<file path="src/hdl/ussu_pkg.sv">
// Shared constants and types for the universal serial shift unit
package ussu_pkg;

  // System clock and start detector timing
  localparam int CLK_PERIOD_NS = 25;
  localparam int SDA_DELAY_NS = 50;
  localparam int SDA_DELAY_CYC = (SDA_DELAY_NS + CLK_PERIOD_NS - 1) / CLK_PERIOD_NS;

  // Widths
  localparam int DATA_W = 8;
  localparam int CNT_W = 4;
  localparam int SYNC_STAGES = 2;

  // Reset values and counter landmarks
  localparam logic [7:0] DATA_RST = 8'h00;
  localparam logic [3:0] CNT_RST = 4'h0;
  localparam logic [3:0] CNT_ONE = 4'h1;
  localparam logic [3:0] CNT_LAST = 4'hf;
  localparam logic [3:0] CNT_ACK_PRESET = 4'he;

  // Wire mode selection (two mode bits)
  typedef enum logic [1:0] {
    WM_OFF,
    WM_THREE,
    WM_TWO,
    WM_TWO_HOLD
  } wire_mode_e;

  // Start hold sequencing
  typedef enum logic [1:0] {
    ST_IDLE,
    ST_ARMED,
    ST_HOLD
  } hold_state_e;

endpackage : ussu_pkg

</file>
<file path="src/hdl/line_if.sv">
// Synchronised serial line status shared between sampler, detector and core
`timescale 1ns/1ps
`default_nettype none
interface line_if;
  logic scl_s;
  logic sda_s;
  logic sda_dly;
  logic scl_rise;
  logic scl_fall;
  logic start_evt;

  modport sampler (output scl_s, output sda_s, output sda_dly, output scl_rise, output scl_fall);
  modport detector (input scl_s, input sda_dly, output start_evt);
  modport core (input scl_s, input sda_s, input scl_rise, input scl_fall, input start_evt);
endinterface : line_if
`default_nettype wire

</file>
<file path="src/hdl/line_sampler.sv">
// Pin synchronisers, clock edge finder and data line delay
`timescale 1ns/1ps
`default_nettype none
module line_sampler #(
  parameter int DLY = ussu_pkg::SDA_DELAY_CYC
) (
  // Clock and reset
  input wire logic clock_i,
  input wire logic nrst_i,
  // Raw pins
  input wire logic scl_pin_i,
  input wire logic sda_pin_i,
  // Line status
  line_if.sampler ln
);
  import ussu_pkg::*;

  logic [SYNC_STAGES-1:0] scl_ff;
  logic [SYNC_STAGES-1:0] sda_ff;
  logic scl_q;
  logic [DLY-1:0] sda_pipe;

  ////////////////////////////////////////////////////////////////////////////
  // Two-flop synchronisers, no glitch filter on either line
  always_ff @(posedge clock_i or negedge nrst_i) begin
    if (!nrst_i) begin
      scl_ff <= '1;
      sda_ff <= '1;
    end else begin
      scl_ff <= {scl_ff[0], scl_pin_i};
      sda_ff <= {sda_ff[0], sda_pin_i};
    end
  end

  // Edge finder compares the synchronised clock with its value one clock earlier, so one clock per level is enough
  always_ff @(posedge clock_i or negedge nrst_i) begin
    if (!nrst_i) begin
      scl_q <= 1'b1;
    end else begin
      scl_q <= scl_ff[1];
    end
  end

  // Data line delay ahead of the start detector
  always_ff @(posedge clock_i or negedge nrst_i) begin
    if (!nrst_i) begin
      sda_pipe <= '1;
    end else begin
      sda_pipe <= {sda_pipe[DLY-2:0], sda_ff[1]};
    end
  end

  assign ln.scl_s = scl_ff[1];
  assign ln.sda_s = sda_ff[1];
  assign ln.sda_dly = sda_pipe[DLY-1];
  assign ln.scl_rise = scl_ff[1] & ~scl_q;
  assign ln.scl_fall = ~scl_ff[1] & scl_q;

endmodule : line_sampler
`default_nettype wire

</file>
<file path="src/hdl/start_detector.sv">
// Start condition detector: delayed data falling while clock is high
`timescale 1ns/1ps
`default_nettype none
module start_detector (
  // Clock and reset
  input wire logic clock_i,
  input wire logic nrst_i,
  // Two-wire mode selected
  input wire logic enable_i,
  // Line status
  line_if.detector ln
);
  import ussu_pkg::*;

  logic sda_dly_q;
  logic start_r;

  always_ff @(posedge clock_i or negedge nrst_i) begin
    if (!nrst_i) begin
      sda_dly_q <= 1'b1;
    end else begin
      sda_dly_q <= ln.sda_dly;
    end
  end

  // Detector is gated off outside two-wire mode
  always_ff @(posedge clock_i or negedge nrst_i) begin
    if (!nrst_i) begin
      start_r <= 1'b0;
    end else begin
      start_r <= enable_i && ln.scl_s && sda_dly_q && !ln.sda_dly;
    end
  end

  assign ln.start_evt = start_r;
endmodule : start_detector
`default_nettype wire

</file>
<file path="src/hdl/universal_serial_shift_unit.sv">
// Universal serial shift unit: shift register, edge counter, two-wire clock hold
`timescale 1ns/1ps
`default_nettype none
module universal_serial_shift_unit (
  // Clock and reset
  input wire logic clock_i,
  input wire logic nrst_i,
  // Serial clock pin
  input wire logic serial_clock_pin_i,
  output logic serial_clock_pin_o,
  output logic serial_clock_pin_oe_n_o,
  // Serial data pins
  input wire logic serial_data_in_pin_i,
  output logic data_out_pin_o,
  output logic data_out_pin_oe_n_o,
  output logic sda_pin_o,
  output logic sda_pin_oe_n_o,
  // Configuration
  input wire ussu_pkg::wire_mode_e wire_mode_i,
  input wire logic external_clock_select_i,
  input wire logic clock_edge_select_i,
  input wire logic port_clock_level_i,
  input wire logic port_clock_dir_i,
  input wire logic port_data_dir_i,
  // Clock strobes
  input wire logic software_clock_strobe_i,
  input wire logic clock_toggle_strobe_i,
  input wire logic timer_match_i,
  // Data and counter writes, flag clears
  input wire logic data_wr_i,
  input wire logic [ussu_pkg::DATA_W-1:0] data_wdata_i,
  input wire logic count_wr_i,
  input wire logic [ussu_pkg::CNT_W-1:0] count_wdata_i,
  input wire logic overflow_clear_i,
  input wire logic start_clear_i,
  // Status
  output logic [ussu_pkg::DATA_W-1:0] shift_data_o,
  output logic [ussu_pkg::CNT_W-1:0] count_o,
  output logic counter_overflow_flag_o,
  output logic start_condition_flag_o,
  output logic overflow_wake_o,
  output logic start_wake_o
);
  import ussu_pkg::*;

  line_if ln ();

  logic two_wire;
  logic three_wire;
  logic sample_edge;
  logic shift_edge;
  logic soft_clk;
  logic cnt_inc;
  logic do_shift;
  logic shift_in;
  logic ovf_evt;
  logic start_set;
  logic scl_level;
  logic hold_line;
  logic [DATA_W-1:0] sr_r;
  logic [DATA_W-1:0] sr_nxt;
  logic [CNT_W-1:0] cnt_r;
  logic [CNT_W-1:0] cnt_nxt;
  logic in_bit_r;
  logic ovf_flag_r;
  logic start_flag_r;
  logic toggle_r;
  hold_state_e st_r;
  hold_state_e st_nxt;

  ////////////////////////////////////////////////////////////////////////////
  // Line sampling and start detection

  line_sampler u_sampler (
    .clock_i (clock_i),
    .nrst_i (nrst_i),
    .scl_pin_i (serial_clock_pin_i),
    .sda_pin_i (serial_data_in_pin_i),
    .ln (ln.sampler)
  );

  start_detector u_start (
    .clock_i (clock_i),
    .nrst_i (nrst_i),
    .enable_i (two_wire),
    .ln (ln.detector)
  );

  ////////////////////////////////////////////////////////////////////////////
  // Clock source selection

  assign two_wire = (wire_mode_i == WM_TWO) || (wire_mode_i == WM_TWO_HOLD);
  assign three_wire = (wire_mode_i == WM_THREE);
  assign sample_edge = clock_edge_select_i ? ln.scl_fall : ln.scl_rise;
  assign shift_edge = clock_edge_select_i ? ln.scl_rise : ln.scl_fall;
  assign soft_clk = clock_edge_select_i ? timer_match_i : software_clock_strobe_i;
  // Software clock drives both; external clock counts both edges but shifts on one
  assign cnt_inc = external_clock_select_i ? (ln.scl_rise | ln.scl_fall) : soft_clk;
  assign do_shift = external_clock_select_i ? shift_edge : soft_clk;
  assign shift_in = external_clock_select_i ? in_bit_r : ln.sda_s;
  assign ovf_evt = cnt_inc && !count_wr_i && (cnt_r == CNT_LAST);

  ////////////////////////////////////////////////////////////////////////////
  // Shift register

  // A write in the same cycle as a shift wins, so preloading is safe
  always_comb begin
    sr_nxt = sr_r;
    if (data_wr_i) begin
      sr_nxt = data_wdata_i;
    end else if (do_shift) begin
      sr_nxt = {sr_r[DATA_W-2:0], shift_in};
    end
  end

  always_ff @(posedge clock_i or negedge nrst_i) begin
    if (!nrst_i) begin
      sr_r <= DATA_RST;
    end else begin
      sr_r <= sr_nxt;
    end
  end

  // Input bit captured on the sampling edge, used on the shifting edge
  always_ff @(posedge clock_i or negedge nrst_i) begin
    if (!nrst_i) begin
      in_bit_r <= 1'b0;
    end else if (external_clock_select_i && sample_edge) begin
      in_bit_r <= ln.sda_s;
    end
  end

  ////////////////////////////////////////////////////////////////////////////
  // Edge counter

  always_comb begin
    cnt_nxt = cnt_r;
    if (count_wr_i) begin
      cnt_nxt = count_wdata_i;
    end else if (cnt_inc) begin
      cnt_nxt = cnt_r + CNT_ONE;
    end
  end

  always_ff @(posedge clock_i or negedge nrst_i) begin
    if (!nrst_i) begin
      cnt_r <= CNT_RST;
    end else begin
      cnt_r <= cnt_nxt;
    end
  end

  ////////////////////////////////////////////////////////////////////////////
  // Flags: a set in the clearing cycle wins

  always_ff @(posedge clock_i or negedge nrst_i) begin
    if (!nrst_i) begin
      ovf_flag_r <= 1'b0;
    end else if (ovf_evt) begin
      ovf_flag_r <= 1'b1;
    end else if (overflow_clear_i) begin
      ovf_flag_r <= 1'b0;
    end
  end

  // Outside two-wire mode the start flag marks each count step
  assign start_set = two_wire ? ln.start_evt : cnt_inc;

  always_ff @(posedge clock_i or negedge nrst_i) begin
    if (!nrst_i) begin
      start_flag_r <= 1'b0;
    end else if (start_set) begin
      start_flag_r <= 1'b1;
    end else if (start_clear_i) begin
      start_flag_r <= 1'b0;
    end
  end

  ////////////////////////////////////////////////////////////////////////////
  // Clock hold sequencing (two-wire slave)

  always_comb begin
    st_nxt = st_r;
    case (st_r)
      ST_IDLE: begin
        if (two_wire && ln.start_evt) begin
          st_nxt = ST_ARMED;
        end
      end
      ST_ARMED: begin
        if (!two_wire || !start_flag_r) begin
          st_nxt = ST_IDLE;
        end else if (!ln.scl_s) begin
          st_nxt = ST_HOLD;
        end
      end
      ST_HOLD: begin
        if (!two_wire || !start_flag_r) begin
          st_nxt = ST_IDLE;
        end
      end
      default: begin
        st_nxt = ST_IDLE;
      end
    endcase
  end

  always_ff @(posedge clock_i or negedge nrst_i) begin
    if (!nrst_i) begin
      st_r <= ST_IDLE;
    end else begin
      st_r <= st_nxt;
    end
  end

  // Overflow hold lasts until the overflow flag is cleared
  assign hold_line = (st_r == ST_HOLD)
    || ((wire_mode_i == WM_TWO_HOLD) && ovf_flag_r);

  ////////////////////////////////////////////////////////////////////////////
  // Software clock generation

  always_ff @(posedge clock_i or negedge nrst_i) begin
    if (!nrst_i) begin
      toggle_r <= 1'b0;
    end else if (clock_toggle_strobe_i) begin
      toggle_r <= ~toggle_r;
    end
  end

  assign scl_level = port_clock_level_i ^ toggle_r;

  ////////////////////////////////////////////////////////////////////////////
  // Pin drivers, all registered

  always_ff @(posedge clock_i or negedge nrst_i) begin
    if (!nrst_i) begin
      serial_clock_pin_o <= 1'b0;
      serial_clock_pin_oe_n_o <= 1'b1;
    end else if (two_wire) begin
      // Open drain: only ever pulls low
      serial_clock_pin_o <= 1'b0;
      serial_clock_pin_oe_n_o <= !(hold_line || (port_clock_dir_i && !scl_level));
    end else begin
      serial_clock_pin_o <= scl_level;
      serial_clock_pin_oe_n_o <= !port_clock_dir_i;
    end
  end

  always_ff @(posedge clock_i or negedge nrst_i) begin
    if (!nrst_i) begin
      data_out_pin_o <= 1'b0;
      data_out_pin_oe_n_o <= 1'b1;
      sda_pin_o <= 1'b0;
      sda_pin_oe_n_o <= 1'b1;
    end else begin
      data_out_pin_o <= sr_r[DATA_W-1];
      data_out_pin_oe_n_o <= !(three_wire && port_data_dir_i);
      sda_pin_o <= 1'b0;
      // Msb of zero pulls data low, which is also how the ack is given
      sda_pin_oe_n_o <= !(two_wire && port_data_dir_i && !sr_r[DATA_W-1]);
    end
  end

  assign shift_data_o = sr_r;
  assign count_o = cnt_r;
  assign counter_overflow_flag_o = ovf_flag_r;
  assign start_condition_flag_o = start_flag_r;
  assign overflow_wake_o = ovf_flag_r;
  assign start_wake_o = start_flag_r;
endmodule : universal_serial_shift_unit
`default_nettype wire

</file>
<file path="config.mk">
export PLATFORM = sky130hd
export DESIGN_NAME = universal_serial_shift_unit
export DESIGN_NICKNAME = d
export VERILOG_FILES = /design/src/hdl/ussu_pkg.sv /design/src/hdl/line_if.sv /design/src/hdl/line_sampler.sv /design/src/hdl/start_detector.sv /design/src/hdl/universal_serial_shift_unit.sv
export SDC_FILE = /design/constraint.sdc
export NUM_CORES = 1
export LEC_CHECK = 0
export ABC_AREA = 0
export BUFFER_PORTS_ARGS = -buffer_cell sky130_fd_sc_hd__buf_2
export CAP_MARGIN = 20
export CORE_ASPECT_RATIO = 0.9
export CORE_MARGIN = 2
export CORE_UTILIZATION = 40
export CTS_CLUSTER_SIZE = 25
export DETAILED_ROUTE_END_ITERATION = 16
export PLACE_DENSITY = 0.7
export SLEW_MARGIN = 20
export SYNTH_ARGS = -nofsm -noshare
export SYNTH_HDL_FRONTEND = slang
export SYNTH_SLANG_ARGS = --single-unit
</file>
<file path="constraint.sdc">
create_clock -name clock_i -period 1.7 [get_ports clock_i]
set_input_delay 0.51 -clock clock_i [delete_from_list [all_inputs] [get_ports clock_i]]
set_output_delay 0.51 -clock clock_i [all_outputs]
set_load 0.1 [all_outputs]
</file>
# == Word level (Yosys, flattened, before mapping) ==
# Cells that the tools add are included.
# word_totals
input_bits,30
wordCells,89
out_inout_bits,22
ff_bits,32
# classes
eq_ne,9
n_reduce_logical,32
addsub,1
n_mux,22
bitwise,7
# op_table
cell,n
2-to-1 mux 8 bit,2
2-to-1 mux 1 bit,13
logical AND 1 bit,12
logical NOT 1 bit,10
2-to-1 mux 2 bit,4
2-to-1 mux 4 bit,2
nonzero test 2 bit,4
== test 2 bit (second input constant),3
case mux 2 bit (3 select lines),1
adder 4 x 1 -> 4 bit (second input constant),1
== test 2 x 1 -> 1 bit (second input constant),2
== test 4 bit (second input constant),1
logical OR 1 bit,4
!= test 2 bit (second input constant),2
!= test 3 bit (second input constant),1
inverter 1 bit,3
AND reduction 3 bit,1
AND 1 bit,2
logical NOT 2 bit,1
OR 1 bit,1
bitwise XOR 1 bit,1

# == Longest topological paths before layout ==
# depth
depth_word,7
depth_mapped,7
depth_no_buf,6

# == Cells and area by module ==
# Synthesis repeated with hierarchy kept, for this count alone.
# unflattened
cells_unflattened,124
hier_area_um2,1412.6
# by_module_without_submodules
mod,cells_each,area_each_um2,n_inst
universal_serial_shift_unit,112,1152.4,1
line_sampler,9,198.9,1
start_detector,3,61.3,1

# == Worst setup path after synthesis ==
# OpenSTA, ideal clock, no wires.
# synth_timing
path_kind,reg-to-output
from,"reg start_flag_r, in the netlist start_condition_flag_o"
to,out start_wake_o
t_required_ns,1.190
path_slack_ns,-0.176
arrival_ns,1.366
stages_incl_launch_ff,2
cell_sequence,dfrtp_1 buf_4
# synth_rtl
item,line_no,source
from (decl),universal_serial_shift_unit.sv:66,logic start_flag_r;
from (signal assigned),universal_serial_shift_unit.sv:171,start_flag_r <= 1'b0;
from (signal assigned),universal_serial_shift_unit.sv:173,start_flag_r <= 1'b1;
from (signal assigned),universal_serial_shift_unit.sv:175,start_flag_r <= 1'b0;
to (decl),universal_serial_shift_unit.sv:42,output logic start_wake_o
# No word-level cell between the ends.

# == Worst setup path after layout ==
# layout_timing
from,reg u_sampler.scl_q
to,"reg cnt_r[3], in the netlist count_o[3]"
# layout_between
elab_chain_len,5
word_cells_on_any_way,6
cone_classes,mux (1); bitwise (4); reduce/logical (1)
# layout_rtl
item,line_no,source
from (decl),line_sampler.sv:20,logic scl_q;
from (signal assigned),line_sampler.sv:40,scl_q <= scl_ff[1];
inverter 1 bit,line_sampler.sv:56,assign ln.scl_rise = scl_ff[1] & ~scl_q;
AND 1 bit,line_sampler.sv:56,
OR 1 bit *,universal_serial_shift_unit.sv:98,assign cnt_inc = external_clock_select_i ? (ln.scl_rise | ln.scl_fall) : soft_clk;
2-to-1 mux 1 bit *,universal_serial_shift_unit.sv:98,
nonzero test 2 bit (no line) *,--,
to (signal assigned),universal_serial_shift_unit.sv:149,cnt_r <= cnt_nxt;
to (decl),universal_serial_shift_unit.sv:62,logic [CNT_W-1:0] cnt_r;
# Every way passes the cells marked *; elsewhere a longest branch is shown, timed or not.
# A chain may end at the register's enable or synchronous reset.

==> impl_metrics.ini <==
[logic_synthesis]
synthDominantCellAreaShare_pct = 37.4
synth_nets = 157
synthTopCellsByArea = dfrtp_1 (37%), dfstp_2 (21%), o22ai_1 (7.1%)
async_reset_ff_share_pct = 100
synthFlopType = dfrtp_1
netlist_instances = 124
syn_area_per_cell_um2 = 11.3
yosys.cell_count.top_type = dfrtp_1
ys_types = 34
ys_ff_latch = 32
yosys.area.top_type = dfrtp_1
ys.warnings.count = 0
synthTopCellsByCount = dfrtp_1 (21), o22ai_1 (16), dfstp_2 (11)
synth-edff-count = 0
synth_area_mm2 = 0.00141
ys_seq_area_share_pct = 57.9

[outcome]
status = complete, no violations

[timing]
timing.final.crit_share_pct = 99.7
slew_headroom_pct = 54.1
hold_viol = 0
fin_setup_tns_ps = 0
worst_pin_slew_ps = 689
finClkSkew_ps = 7.71
max_freq_ghz = 0.590
setup_violations = 0
final-max-slew-violation-count = 0
hold_ws_ps = 267
grt_setup_unrepaired = true
worst_slack_ps = 5.13
period_minus_slack_ps = 1690

[grt]
grt_max_degree = 33
grt_pass1_wl_um = 4750
grt_overflow_total = 0
antenna_found_initial = 0
grt_pass1_vias = 1086
track_usage_pct = 16.4

[finish]
antenna_cells = 0
finalInstanceArea_mm2 = 0.00193
drive_gt1_share_pct = 53.0
synthToLayoutAreaGrowth_pct = 37.0
nets = 213

[placed_design]
numPortBuffers = 50
dpl.hpwl_um = 2140
place_congestion = 0.809
place_area_mm2 = 0.00176
place_ws_ps = -60.9

[setup_path]
end_kind = register
critical_path_arrival_ps = 1910
crit_family = simple AND/OR/NAND/NOR gates
cp_max_fo = 5
slowest_stage = dfstp_2
worstPathRequired_ps = 1910
worstPathCellList = buf_4 > ha_4 > nand2_1 > o21ai_2 > or4_1 > nand3_1
slowest_delay_ps = 540
cp.buffers_inverters = 1
start_kind = register
criticalPathCategory = register to register

[clock_network]
clkSinkCount = 32
cts_tree = built
cts_root_buffer = clkbuf_8
clockBufferDepth = 2
cts_max_level = 2
path_clk_slew_ps = 60
worstSkewPairLatency_ps = 280
cts_buffers = 5
hold_buffers = 0

[power_and_ir_drop]
intPower_mw = 1.37
p_per_area_mw_per_mm2 = 1220
pwr-share-clk_pct = 22.6
finalPower_mw = 2.36
seqPwrFrac_pct = 40.1
p_sw_share_pct = 41.9
vdd_drop_max_mv = 0.537
leakage_nw = 0.892
p_switching_uw = 988
share_comb_of_total_power_pct = 37.3

[detailed_routing]
route.detailed.drc = 0
firstDrtPassIters = 4
ant_nets = 0
wl_um = 2960
num_vias = 1145
viasPerCell = 5.09
drt-wirelength-per-cell_um = 13.2
drtIter0Drc = 54

[die]
rows = 20
start_util_pct = 41.6
die_y_um = 60.3
dieArea_mm2 = 0.00401
io-pin-count = 52
coreArea_mm2 = 0.00338
die_w_um = 66.5

[flow_run]
maxCapViolations = 0

[worst_hold_path]
min_path_type = input pin to async pin
[power groups by stage]
stage / registers, mW / clock network (mW) / logic (mW)
detailed placement: 0.953 / 0 / 0.847
floorplan: 1.39 / 0 / 0.216
global route: 0.961 / 0.598 / 0.920
CTS: 0.940 / 0.559 / 0.854
finish: 0.945 / 0.534 / 0.879
global placement: 0.948 / 0 / 0.837
[path summary, 6_finish.rpt]
| path | start | to | slack, ps | depth (start not counted) |
|---|---|---|---|---|
| min in group clock_i | serial_clock_pin_i | u_sampler.scl_ff[0] | 330 | 1 |
| max in group asynchronous | nrst_i | count_o[0] | 940 | 1 |
| setup reg to reg | u_sampler.scl_q | count_o[3] | 5 | 6 |
| setup / recovery | u_sampler.scl_q | count_o[3] | 5 | 6 |
| hold / removal | nrst_i | serial_clock_pin_o | 270 | 1 |
| hold reg to reg | u_sampler.sda_pipe[0] | u_sampler.sda_pipe[1] | 350 | 0 |
[area by class of cell]
cell class	instances	area (um^2)
multi-input cells	79	601
well taps	44	55.1
repair buffers	57	353
inverters	5	18.8
fillers	299	1450
clock inverters	1	5.00
clock buffers	7	76.3
flip-flops and latches	32	818
[worst register-to-register path, cell delays in order, from the launching register on]
cell and delay (ps):
dfstp_2 540, buf_4 120, ha_4 190, nand2_1 90, o21ai_2 100, or4_1 470, nand3_1 100
[registers in the layout (all words and copies together), names as in the netlist]
name	count
count_o	4
counter_overflow_flag_o	1
data_out_pin_o	1
data_out_pin_oe_n_o	1
in_bit_r	1
sda_pin_oe_n_o	1
serial_clock_pin_o	1
serial_clock_pin_oe_n_o	1
shift_data_o	8
st_r	2
start_condition_flag_o	1
toggle_r	1
u_sampler.scl_ff	2
u_sampler.scl_q	1
u_sampler.sda_ff	2
u_sampler.sda_pipe	2
u_start.ln.start_evt	1
u_start.sda_dly_q	1
[per-layer routing]
metal / wire length [um] / vias up / track usage [%]
met4: 22 / 0 / 6.12
met5: 0 / - / 0
met1: 1350 / 538 / 20.3
li1: - / 549 / -
met3: 248 / 2 / 6.40
met2: 1340 / 56 / 26.0
[logic make-up (layout without fill, tap and decap cells)]
kind of cell | Yosys count | after routing | share of synthesized area (%)
and+or+nand+nor | 28 | 28 | 11.0
buffers and inverters | 13 | 70 | 4.89
xor gates and xnor gates | 4 | 4 | 2.49
DFF | 32 | 32 | 57.9
other | 1 | 1 | 0.267
AOI/OAI and AO/OA | 37 | 37 | 15.8
muxes | 6 | 6 | 4.89
adders and majority gates | 3 | 3 | 2.67
[cell usage in the layout (no fill, tap or decap), drive strengths merged, types with 2 or more instances in the layout]
cell and n:
ha 3, buf 55, clkbuf 9, nand3 2
nor2b 4, nand3b 3, inv 5, or2 2
dfrtp 21, mux2 4, o22ai 16, nand2 10
nand2b 2, a21oi 9, dfstp 11, o21ai 7
mux2i 2, xor2 4
[metrics by stage]
step,utilization (%),instances
2_1_floorplan,-,124
3_5_place_dp,52.1,215
5_1_grt,57.0,225
6_report,57.0,225
4_1_cts,54.7,223
3_3_place_gp,52.1,215
[repair_timing]
action | 4_1_cts | 5_1_grt
endpoints found under the setup margin | 7 | 10
pin swaps | 0 | 16
setup buffers | 0 | 2
resized for setup | 1 | 14
(Power assumes the default switching activity.)
